`src/hw/lcdc_pkg.sv`:
```
package lcdc_pkg;
    // Command bytes
    localparam logic [7:0] CMD_NORMAL = 8'hA6;
    localparam logic [7:0] CMD_INVERSE = 8'hA7;
    localparam logic [7:0] CMD_ALL_OFF = 8'hA4;
    localparam logic [7:0] CMD_ALL_ON = 8'hA5;
    localparam logic [7:0] CMD_BIAS_9 = 8'hA2;
    localparam logic [7:0] CMD_BIAS_7 = 8'hA3;
    localparam logic [7:0] CMD_RMW = 8'hE0;
    localparam logic [7:0] CMD_RMW_END = 8'hEE;
    localparam logic [7:0] CMD_SW_RESET = 8'hE2;
    localparam logic [7:0] CMD_CONTRAST_MODE = 8'h81;
    localparam logic [7:0] CMD_IND_OFF = 8'hAC;
    localparam logic [7:0] CMD_IND_ON = 8'hAD;
    localparam logic [7:0] CMD_NOP = 8'hE3;
    // Grouped commands: upper bits matched under a mask
    localparam logic [7:0] CMD_SCAN_BASE = 8'hC0;
    localparam logic [7:0] CMD_SCAN_MASK = 8'hF0;
    localparam int SCAN_DIR_BIT = 3;
    localparam logic [7:0] CMD_RATIO_BASE = 8'h20;
    localparam logic [7:0] CMD_RATIO_MASK = 8'hF8;
    localparam logic [7:0] CMD_TEST_BASE = 8'hF0;
    localparam logic [7:0] CMD_TEST_MASK = 8'hF0;
    // Column address set commands, upper/lower nibble
    localparam logic [7:0] CMD_COLH_BASE = 8'h10;
    localparam logic [7:0] CMD_COLL_BASE = 8'h00;
    localparam logic [7:0] CMD_COL_MASK = 8'hF0;
    // Field widths
    localparam int RATIO_W = 3;
    localparam int CONTRAST_W = 6;
    localparam int IND_W = 2;
    localparam int COL_W = 8;
    // Reset values
    localparam logic [RATIO_W-1:0] RATIO_RST = 3'h0;
    localparam logic [CONTRAST_W-1:0] CONTRAST_RST = 6'h20;
    localparam logic [IND_W-1:0] IND_RST = 2'h0;
    localparam logic [COL_W-1:0] COL_RST = 8'h00;
    // Indicator modes
    localparam logic [IND_W-1:0] IND_OFF = 2'h0;
    localparam logic [IND_W-1:0] IND_BLINK_FAST = 2'h1;
    localparam logic [IND_W-1:0] IND_BLINK_SLOW = 2'h2;
    localparam logic [IND_W-1:0] IND_STEADY = 2'h3;
    // Timing
    localparam int CLK_HZ = 10000000;
    localparam int HALF_SEC_MS = 500;
    localparam int ONE_SEC_MS = 1000;
    localparam int HALF_SEC_CYC = CLK_HZ / 1000 * HALF_SEC_MS;
    localparam int ONE_SEC_CYC = CLK_HZ / 1000 * ONE_SEC_MS;
    localparam int BLINK_CNT_W = 24;
    // Decoder states
    typedef enum logic [1:0] {
        LCDC_IDLE = 2'b00,
        LCDC_WAIT_CONTRAST = 2'b01,
        LCDC_WAIT_INDICATOR = 2'b10
    } lcdc_state_t;
    // Column address counter actions
    typedef enum logic [2:0] {
        LCDC_COL_HOLD = 3'b000,
        LCDC_COL_INC = 3'b001,
        LCDC_COL_LOAD_HI = 3'b010,
        LCDC_COL_LOAD_LO = 3'b011,
        LCDC_COL_RESTORE = 3'b100,
        LCDC_COL_CLEAR = 3'b101
    } lcdc_col_op_t;
endpackage

```
`src/hw/lcdc_decoder.sv`:
```
// What this block does
// Select low marks a command byte; high marks a display data byte.
// 0xA6 lights RAM-high pixels, 0xA7 lights RAM-low pixels; RAM untouched.
// 0xA5 forces all pixels lit, 0xA4 returns to RAM display.
// All-pixels-on overrides normal or inverse selection.
// 0xA2 selects 1/9 bias, 0xA3 1/7; effective only with follower running.
// In read-modify-write, column advances on data writes only, not reads.
// 0xEE ends read-modify-write and restores the saved column address.
// Host must not set column address during read-modify-write.
// 0xE2 restores defaults except inverse, all-on and bias, and cancels read-modify-write and test modes.
// Software reset leaves display RAM contents untouched.
// Host must use hardware reset pin at power-up.
// 0xC0-0xC7 scan commons upward, 0xC8-0xCF downward.
// 0x20-0x27 load the 3-bit regulator resistor ratio.
// After 0x81 the next byte is only a contrast load.
// Contrast byte loads its low six bits; pending mode then clears.
// Host sends contrast mode and value bytes back to back.
// 0xAC turns indicator off alone; 0xAD turns it on, expects a byte.
// After 0xAD only the indicator register byte is accepted next.
// Indicator state changes only by its own commands, 0xE2 and reset.
// Indicator drives two electrode outputs from the static drive.
// Indicator byte low two bits: off, 0.5 s blink, 1 s blink, steady.
// Command bytes are captured at write strobe end and decoded in order.
`timescale 1ns/10ps
`default_nettype none
module lcdc_decoder (
    input wire logic clock,
    input wire logic sys_rst,
    input wire logic hard_init_pin_n,
    input wire logic host_wr_n,
    input wire logic host_rd_n,
    input wire logic cmd_data_select,
    input wire logic [7:0] host_data,
    input wire logic follower_on,
    input wire logic static_frame,
    input wire logic ram_bit,
    output logic pixel_drive,
    output logic inverse_on,
    output logic all_on,
    output logic bias_seventh,
    output logic bias_active,
    output logic scan_reverse,
    output logic [lcdc_pkg::RATIO_W-1:0] regulator_resistor_ratio,
    output logic [lcdc_pkg::CONTRAST_W-1:0] lcd_drive_level,
    output logic [lcdc_pkg::COL_W-1:0] column_addr,
    output logic rmw_active,
    output logic test_active,
    output logic soft_reset_pulse,
    output logic indicator_on,
    output logic [lcdc_pkg::IND_W-1:0] indicator_mode,
    output logic indicator_electrode_a,
    output logic indicator_electrode_b
);
    import lcdc_pkg::*;
    typedef struct packed {
        lcdc_state_t st;
        logic inverse;
        logic all_on;
        logic bias7;
        logic scan_rev;
        logic [RATIO_W-1:0] ratio;
        logic [CONTRAST_W-1:0] contrast;
        logic [COL_W-1:0] col;
        logic [COL_W-1:0] col_saved;
        logic rmw;
        logic test;
        logic srst;
        logic ind_on;
        logic [IND_W-1:0] ind_mode;
        logic init_n_seen;
    } lcdc_dec_t;
    lcdc_dec_t q, d;
    logic wr_level, wr_rise, rd_level, rd_rise, sel_level, init_n_level;
    logic [7:0] data_q;
    logic wr_done, rd_done, cmd_wr, data_wr;
    lcdc_col_op_t col_op;

    // Masked compare for grouped command bytes
    function automatic logic cmd_match(input logic [7:0] b, input logic [7:0] base, input logic [7:0] mask);
        cmd_match = ((b & mask) == base);
    endfunction

    // Strobes and select come from the host pins
    lcdc_strobe_sync u_wr_sync (
        .clock(clock),
        .sys_rst(sys_rst),
        .pin_in(host_wr_n),
        .level_out(wr_level),
        .rise_pulse(wr_rise)
    );
    lcdc_strobe_sync u_rd_sync (
        .clock(clock),
        .sys_rst(sys_rst),
        .pin_in(host_rd_n),
        .level_out(rd_level),
        .rise_pulse(rd_rise)
    );
    lcdc_strobe_sync #(.IDLE_LVL(1'b0)) u_sel_sync (
        .clock(clock),
        .sys_rst(sys_rst),
        .pin_in(cmd_data_select),
        .level_out(sel_level),
        .rise_pulse()
    );
    lcdc_strobe_sync #(.IDLE_LVL(1'b0)) u_init_sync (
        .clock(clock),
        .sys_rst(sys_rst),
        .pin_in(hard_init_pin_n),
        .level_out(init_n_level),
        .rise_pulse()
    );

    // Data bus held stable by host across strobe end; sampled while strobe low
    always_ff @(posedge clock) begin
        if (sys_rst) begin
            data_q <= 8'h00;
        end else if (!wr_level) begin
            data_q <= host_data;
        end
    end

    // Strobe completion classified by select level
    assign wr_done = wr_rise & q.init_n_seen;
    assign rd_done = rd_rise & q.init_n_seen;
    assign cmd_wr = wr_done & ~sel_level;
    assign data_wr = wr_done & sel_level;

    // Command decode, one byte per completed strobe
    always_comb begin
        d = q;
        col_op = LCDC_COL_HOLD;
        d.srst = 1'b0;
        d.init_n_seen = 1'b1;
        if (cmd_wr) begin
            case (q.st)
                LCDC_WAIT_CONTRAST: begin
                    d.contrast = data_q[CONTRAST_W-1:0];
                    d.st = LCDC_IDLE;
                end
                LCDC_WAIT_INDICATOR: begin
                    d.ind_mode = data_q[IND_W-1:0];
                    d.st = LCDC_IDLE;
                end
                default: begin
                    d.st = LCDC_IDLE;
                    case (data_q)
                        CMD_NORMAL: d.inverse = 1'b0;
                        CMD_INVERSE: d.inverse = 1'b1;
                        CMD_ALL_OFF: d.all_on = 1'b0;
                        CMD_ALL_ON: d.all_on = 1'b1;
                        CMD_BIAS_9: d.bias7 = 1'b0;
                        CMD_BIAS_7: d.bias7 = 1'b1;
                        CMD_RMW: begin
                            d.rmw = 1'b1;
                            d.col_saved = q.col;
                        end
                        CMD_RMW_END: begin
                            if (q.rmw) begin
                                col_op = LCDC_COL_RESTORE;
                            end
                            d.rmw = 1'b0;
                        end
                        CMD_SW_RESET: begin
                            // Display RAM is outside this block and is not touched
                            d.scan_rev = 1'b0;
                            d.ratio = RATIO_RST;
                            d.contrast = CONTRAST_RST;
                            d.ind_on = 1'b0;
                            d.ind_mode = IND_RST;
                            d.rmw = 1'b0;
                            d.test = 1'b0;
                            d.srst = 1'b1;
                            col_op = LCDC_COL_CLEAR;
                        end
                        CMD_NOP: d.test = 1'b0;
                        CMD_CONTRAST_MODE: d.st = LCDC_WAIT_CONTRAST;
                        CMD_IND_OFF: d.ind_on = 1'b0;
                        CMD_IND_ON: begin
                            d.ind_on = 1'b1;
                            d.st = LCDC_WAIT_INDICATOR;
                        end
                        default: begin
                            if (cmd_match(data_q, CMD_SCAN_BASE, CMD_SCAN_MASK)) begin
                                d.scan_rev = data_q[SCAN_DIR_BIT];
                            end else if (cmd_match(data_q, CMD_RATIO_BASE, CMD_RATIO_MASK)) begin
                                d.ratio = data_q[RATIO_W-1:0];
                            end else if (cmd_match(data_q, CMD_TEST_BASE, CMD_TEST_MASK)) begin
                                d.test = 1'b1;
                            end else if (cmd_match(data_q, CMD_COLH_BASE, CMD_COL_MASK)) begin
                                col_op = LCDC_COL_LOAD_HI;
                            end else if (cmd_match(data_q, CMD_COLL_BASE, CMD_COL_MASK)) begin
                                col_op = LCDC_COL_LOAD_LO;
                            end
                        end
                    endcase
                end
            endcase
        end else if (data_wr) begin
            col_op = LCDC_COL_INC;
        end else if (rd_done && sel_level && !q.rmw) begin
            col_op = LCDC_COL_INC;
        end
        // Column counter stops at its top value
        case (col_op)
            LCDC_COL_INC: d.col = (q.col == {COL_W{1'b1}}) ? q.col : q.col + 1'b1;
            LCDC_COL_LOAD_HI: d.col = {data_q[3:0], q.col[3:0]};
            LCDC_COL_LOAD_LO: d.col = {q.col[7:4], data_q[3:0]};
            LCDC_COL_RESTORE: d.col = q.col_saved;
            LCDC_COL_CLEAR: d.col = COL_RST;
            default: d.col = q.col;
        endcase
    end

    // Hardware reset pin or system reset restores all defaults
    always_ff @(posedge clock) begin
        if (sys_rst) begin
            q <= '{st: LCDC_IDLE, inverse: 1'b0, all_on: 1'b0, bias7: 1'b0, scan_rev: 1'b0,
                   ratio: RATIO_RST, contrast: CONTRAST_RST, col: COL_RST, col_saved: COL_RST,
                   rmw: 1'b0, test: 1'b0, srst: 1'b0, ind_on: 1'b0, ind_mode: IND_RST,
                   init_n_seen: 1'b0};
        end else if (!init_n_level) begin
            q <= '{st: LCDC_IDLE, inverse: 1'b0, all_on: 1'b0, bias7: 1'b0, scan_rev: 1'b0,
                   ratio: RATIO_RST, contrast: CONTRAST_RST, col: COL_RST, col_saved: COL_RST,
                   rmw: 1'b0, test: 1'b0, srst: 1'b0, ind_on: 1'b0, ind_mode: IND_RST,
                   init_n_seen: 1'b1};
        end else begin
            q <= d;
        end
    end

    // Pixel output: all-on wins, else RAM bit through inversion
    assign pixel_drive = q.all_on | (ram_bit ^ q.inverse);
    assign inverse_on = q.inverse;
    assign all_on = q.all_on;
    assign bias_seventh = q.bias7;
    assign bias_active = follower_on;
    assign scan_reverse = q.scan_rev;
    assign regulator_resistor_ratio = q.ratio;
    assign lcd_drive_level = q.contrast;
    assign column_addr = q.col;
    assign rmw_active = q.rmw;
    assign test_active = q.test;
    assign soft_reset_pulse = q.srst;
    assign indicator_on = q.ind_on;
    assign indicator_mode = q.ind_mode;

    // Indicator static drive, independent of display commands
    lcdc_indicator u_ind (
        .clock(clock),
        .sys_rst(sys_rst),
        .ind_mode(q.ind_mode),
        .ind_on(q.ind_on),
        .static_frame(static_frame),
        .indicator_electrode_a(indicator_electrode_a),
        .indicator_electrode_b(indicator_electrode_b)
    );
endmodule // lcdc_decoder
`default_nettype wire

```
`src/hw/lcdc_indicator.sv`:
```
`timescale 1ns/10ps
`default_nettype none
module lcdc_indicator (
    input wire logic clock,
    input wire logic sys_rst,
    input wire logic [lcdc_pkg::IND_W-1:0] ind_mode,
    input wire logic ind_on,
    input wire logic static_frame,
    output logic indicator_electrode_a,
    output logic indicator_electrode_b
);
    import lcdc_pkg::*;
    typedef struct packed {
        logic [BLINK_CNT_W-1:0] cnt;
        logic phase;
        logic elec_a;
        logic elec_b;
    } lcdc_ind_t;
    lcdc_ind_t q, d;
    logic lit;
    logic [BLINK_CNT_W-1:0] period;
    // Blink half period chosen by mode
    always_comb begin
        period = (ind_mode == IND_BLINK_FAST) ? BLINK_CNT_W'(HALF_SEC_CYC - 1) : BLINK_CNT_W'(ONE_SEC_CYC - 1);
        case (ind_mode)
            IND_OFF: lit = 1'b0;
            IND_STEADY: lit = 1'b1;
            default: lit = q.phase;
        endcase
        if (!ind_on) begin
            lit = 1'b0;
        end
        d = q;
        if (q.cnt >= period) begin
            d.cnt = '0;
            d.phase = ~q.phase;
        end else begin
            d.cnt = q.cnt + 1'b1;
        end
        // Static drive: lit drives electrodes in antiphase, off keeps them equal
        d.elec_a = static_frame;
        d.elec_b = lit ? ~static_frame : static_frame;
    end
    always_ff @(posedge clock) begin
        if (sys_rst) begin
            q <= '0;
        end else begin
            q <= d;
        end
    end
    assign indicator_electrode_a = q.elec_a;
    assign indicator_electrode_b = q.elec_b;
endmodule // lcdc_indicator
`default_nettype wire

```
`src/hw/lcdc_strobe_sync.sv`:
```
`timescale 1ns/10ps
`default_nettype none
module lcdc_strobe_sync #(
    parameter logic IDLE_LVL = 1'b1
) (
    input wire logic clock,
    input wire logic sys_rst,
    input wire logic pin_in,
    output logic level_out,
    output logic rise_pulse
);
    typedef struct packed {
        logic s1;
        logic s2;
        logic s3;
        logic lvl;
    } lcdc_sync_t;
    lcdc_sync_t q, d;
    // Three stages; a change counts once stages two and three agree
    always_comb begin
        d = q;
        d.s1 = pin_in;
        d.s2 = q.s1;
        d.s3 = q.s2;
        if (q.s2 == q.s3) begin
            d.lvl = q.s3;
        end
    end
    // Stages start at the pin's idle level, so release makes no false edge
    always_ff @(posedge clock) begin
        if (sys_rst) begin
            q <= {$bits(q){IDLE_LVL}};
        end else begin
            q <= d;
        end
    end
    assign level_out = q.lvl;
    assign rise_pulse = d.lvl & ~q.lvl;
endmodule // lcdc_strobe_sync
`default_nettype wire

```
`config.mk`:
```
export PLATFORM = sky130hd
export DESIGN_NAME = lcdc_decoder
export DESIGN_NICKNAME = d
export VERILOG_FILES = /design/src/hw/lcdc_pkg.sv /design/src/hw/lcdc_decoder.sv /design/src/hw/lcdc_indicator.sv /design/src/hw/lcdc_strobe_sync.sv
export SDC_FILE = /design/constraint.sdc
export NUM_CORES = 1
export LEC_CHECK = 0
export BUFFER_PORTS_ARGS = -buffer_cell sky130_fd_sc_hd__buf_2
export CAP_MARGIN = 20
export CORE_ASPECT_RATIO = 1.75
export CORE_MARGIN = 2
export CORE_UTILIZATION = 30
export CTS_CLUSTER_DIAMETER = 50
export DETAILED_ROUTE_END_ITERATION = 8
export PLACE_DENSITY = 0.54
export SLEW_MARGIN = 20
export SYNTH_ARGS = -nofsm -noshare
export SYNTH_HDL_FRONTEND = slang
export SYNTH_SLANG_ARGS = --single-unit
```
`constraint.sdc`:
```
create_clock -name clock -period 3.84 [get_ports clock]
set_input_delay 1.152 -clock clock [delete_from_list [all_inputs] [get_ports clock]]
set_output_delay 1.152 -clock clock [all_outputs]
set_load 0.01 [all_outputs]
```
Word level (Yosys, flattened, before mapping)
Index checks and enable logic that the tools add are counted.

Bitwise operators: 22. Multiplexer cells: 39. Eq/ne operators: 35. Order comparisons: 1. Reductions and logical operators: 40. Add/sub/neg operators: 2.

Operators with widths (number): 8-bit equality test, second input constant (14); 8-bit case mux with 5 select lines (1); 3-bit AND reduction (10); 3-bit two-way mux (9); 24-bit by 1-bit adder with 24-bit output, second input constant (1); 24-bit >= comparator (1); 24-bit two-way mux (1); 11-bit OR reduction (2); 2-bit nonzero test (10); 1-bit inverter (14); 1-bit case mux with 2 select lines (7); 6-bit case mux with 2 select lines (1); 12-bit OR reduction (1); 2-bit OR reduction (6); 1-bit two-way mux (11); 3-bit case mux with 3 select lines (1); 8-bit by 1-bit adder with 8-bit output, second input constant (1); 4-bit equality test, second input constant (2); 8-bit logical NOT (1); 8-bit two-way mux (1); 2-bit case mux with 2 select lines (2); 4-bit case mux with 2 select lines (1); 4-bit nonzero test (2); 1-bit bitwise AND (6); 21 further kinds (33).

Output and inout port bits: 31. Flip-flop bits (word level): 89. Input port bits: 17.

Logic depth before layout (Yosys ltp)
Word-level depth: 12. Mapped depth: 11.

By module
A second synthesis with hierarchy kept.

Cells, all modules: 524. Area, all modules: 4504.3 sq um.

By module, submodules not included: lcdc_decoder (seq. area each 920.9 sq um, area each 2572.5 sq um, instances 1, cells an instance 306); lcdc_indicator (seq. area each 540.5 sq um, area each 1446.4 sq um, instances 1, cells an instance 170); lcdc_strobe_sync at u_rd_sync ... (seq. area each 80.1 sq um, area each 122.6 sq um, instances 2, cells an instance 12); lcdc_strobe_sync at u_init_sync ... (seq. area each 80.1 sq um, area each 120.1 sq um, instances 2, cells an instance 12).

Worst setup path before layout
No wires, ideal clock.

Path kind: input-to-output. Start: input port ram_bit. End: output port pixel_drive. Stages on the path: 2. Path slack: 1319 ps. Data arrival time: 1369 ps. Cell sequence: xnor2_1 > nand2b_1.

Word-level cells in the longest chain between the ends: 2.

Ends and longest elaborated chain: start: declaration (RTL line lcdc_decoder.sv:36) `input wire logic ram_bit,`; 1-bit XOR (RTL line lcdc_decoder.sv:232) `assign pixel_drive = q.all_on | (ram_bit ^ q.inverse);`; 1-bit bitwise OR (RTL line lcdc_decoder.sv:232); end: declaration (RTL line lcdc_decoder.sv:37) `output logic pixel_drive,`.

Every way passes these cells.

Final worst setup path
Ends and elaborated chain as after synthesis.

==> flow_summary.toml <==
[power_and_ir_drop]
seqPwrFrac = 0.495
cellLeakagePower_nw = 1.92
p_sw_mw = 0.416
switching_share = 0.219
pwr-share-clk = 0.484
peakVddDrop_uv = 239
intPower_mw = 1.48
power_frac_comb = 0.020
powerDensity_nw_per_um2 = 388

[routing]
vias = 3471
drtAntennaViolNets = 0
wirelength_mm = 10.1
firstDrtPassIters = 5
drc_errors = 0
drt-initial-drc-count = 117
viasPerCell = 5.05
wire_per_inst_um = 14.7

[yosys]
synth_cells = 483
synth_ff_type = "dfxtp_1"
synth_edf_count = 0
ys_ff_latch = 89
ys_warn_count = 0
syn_nets = 517
ys_async_sr_fraction = 0
ys_types = 53
synth-seq-area-share = 0.410
syn_area_um2 = 4350
avgSynthCellArea_um2 = 9.01

[floorplan]
fp.dieW_um = 95.0
pin_count = 48
die-area_um2 = 15500
initial_core_util = 0.304
core_um2 = 14300
die_h_um = 163
rows = 58

[job]
cap_violations = 0

[worst_setup_path]
critPathLaunchType = "input pin"
regToRegSetupSlack_ps = 1160
cp.required_ps = 2690
worstPathMaxFanout = 1
crit_type = "input pin to primary output"
crit-reg2reg-launch = "u_wr_sync.level_out"
critPathArrivalTime_ps = 1580
r2r_cells = 7
r2r-end = "column_addr[3]"
crit_path_end_kind = "primary output"

[clock_tree]
clkLatencyLatePin_ps = 340
cts_htree_levels = 3
cts_tree = "yes"
cts_resized = 0
root_buffer = "clkbuf_16"
clock_sinks = 89
cts_buffer_depth = 2
cts.clk_slew.worst_paths_ps = 70
cts_setup_buffers = 0
numCtsBuffers = 9
ctsHoldBuffers = 0

[global_route]
grt-ovfl-total = 0
grt_util_met2 = 0.257
grtUsageMet3 = 0.0277
grt_pass1_vias = 3404
grt_max_degree = 31
track_usage = 0.137
busiest_layer = "met2"
gr-usage-met1 = 0.149
grt_pass1_wl_mm = 16.7
antenna_found_initial = 0

[layout]
most-common-layout-cells = "dfxtp_1 (89), nor2_1 (79), buf_2 (45)"
drive_gt1_frac = 0.174
area_delta_synth_final_pct = 12.7
final_common_cell = "dfxtp_1"
diodes = 0
num-nets-final = 536
final_cells = 687

[timing]
relSlewSlack = 0.370
period_needed_ps = 2730
hold_viol_final = 0
final.setup.tns_ps = 0
rsz0062_at_grt = "no"
tightest_slew_ps = 942
final-setup-viol-count = 0
fin_crit_sh = 0.710
max_freq_ghz = 0.367
clock_skew_ps = 10.2
drv_slew = 0

[place]
port_buffers = 45
placed_cells = 671
hpwl_mm = 7.47
globalplace.congestion = 0.776

[worst_hold_path]
holdPathStages = 1
hold_end = "u_rd_sync.d[1]"
hold_path_startpoint = "u_rd_sync.d[2]"
hold_class = "register to register"

[run_status]
status = "complete, no violations"
## synthesized netlist by cell type, types with 8 or more instances
library cell	n	share of area
nand4_1	9	0.013
buf_4	20	0.035
or2_2	9	0.013
xnor2_1	8	0.016
ha_1	17	0.049
nor2_1	79	0.068
mux2i_1	23	0.053
nor2b_1	12	0.017
dfxtp_1	89	0.41
o21ai_0	11	0.013
nand3_1	16	0.018
clkbuf_1	16	0.014
xor2_1	16	0.032
a21oi_1	20	0.023
nand2_1	25	0.022
## sequential cells by signal, summed over array words and instances, names as in the netlist, 2 cells and up
| signal | count |
|---|---|
| lcd_drive_level | 6 |
| u_init_sync.d | 2 |
| u_sel_sync.d | 2 |
| q | 11 |
| u_rd_sync.d | 2 |
| regulator_resistor_ratio | 3 |
| u_ind.q | 25 |
| data_q | 8 |
| u_wr_sync.d | 2 |
| column_addr | 8 |
| indicator_mode | 2 |
## power by group through the flow
| stage | clock (mW) | sequential (mW) | combinational [mW] |
|---|---|---|---|
| after global routing | 0.986 | 0.942 | 0.0447 |
| after floorplan | 0 | 0.961 | 0.0247 |
| after CTS | 0.952 | 0.941 | 0.0402 |
| after global placement | 0 | 0.962 | 0.0390 |
| after detailed placement | 0 | 0.963 | 0.0400 |
| final | 0.920 | 0.941 | 0.0387 |
## layer usage
layer	wire length, um	up-vias
met2	5500	58
met1	4160	1670
li1	-	1730
met3	315	13
met4	150	0
met5	0	-
## per-stage QoR
stage	hold slack (ps)	power (mW)	area [um2]	utilization	setup slack, ps
5_1_grt	417	1.97	4900	0.343	926
6_report	399	1.90	4900	0.343	1110
2_1_floorplan	389	0.985	4350	-	1320
3_5_place_dp	396	1.00	4590	0.321	1100
3_3_place_gp	394	1.00	4590	0.321	1110
4_1_cts	402	1.93	4900	0.343	1100
## kinds of logic after synthesis
family | count (synthesis) | synth area share
compound gates | 77 | 0.125
xor+xnor | 24 | 0.0483
fa+ha+maj | 17 | 0.0489
buf+inv | 52 | 0.0685
flops | 89 | 0.410
mux | 24 | 0.0555
simple gates | 200 | 0.244
## layout make-up
cell class / count / area, um2
inverters: 7 / 26.3
fillers: 1486 / 9390
repair buffers: 53 / 285
clock buffers: 10 / 239
well taps: 180 / 225
multi-input cells: 342 / 2270
clock inverters: 6 / 75.1
flip-flops and latches: 89 / 1780
## worst max path at each step
| stage | startpoint | end | slack, ps | depth (start not counted) |
|---|---|---|---|---|
| floorplan | ram_bit | pixel_drive | 1320 | 2 |
| global placement | ram_bit | pixel_drive | 1110 | 4 |
| detailed placement | ram_bit | pixel_drive | 1100 | 4 |
| CTS | ram_bit | pixel_drive | 1100 | 4 |
| global route | q[36] | column_addr[3] | 930 | 9 |
| finish | ram_bit | pixel_drive | 1110 | 4 |
## critical path, stage by stage
cell and delay (ps):
buf_2 100, xnor2_1 120, nand2b_1 60, buf_2 130
Note: power is estimated with default switching activity, not from simulation.
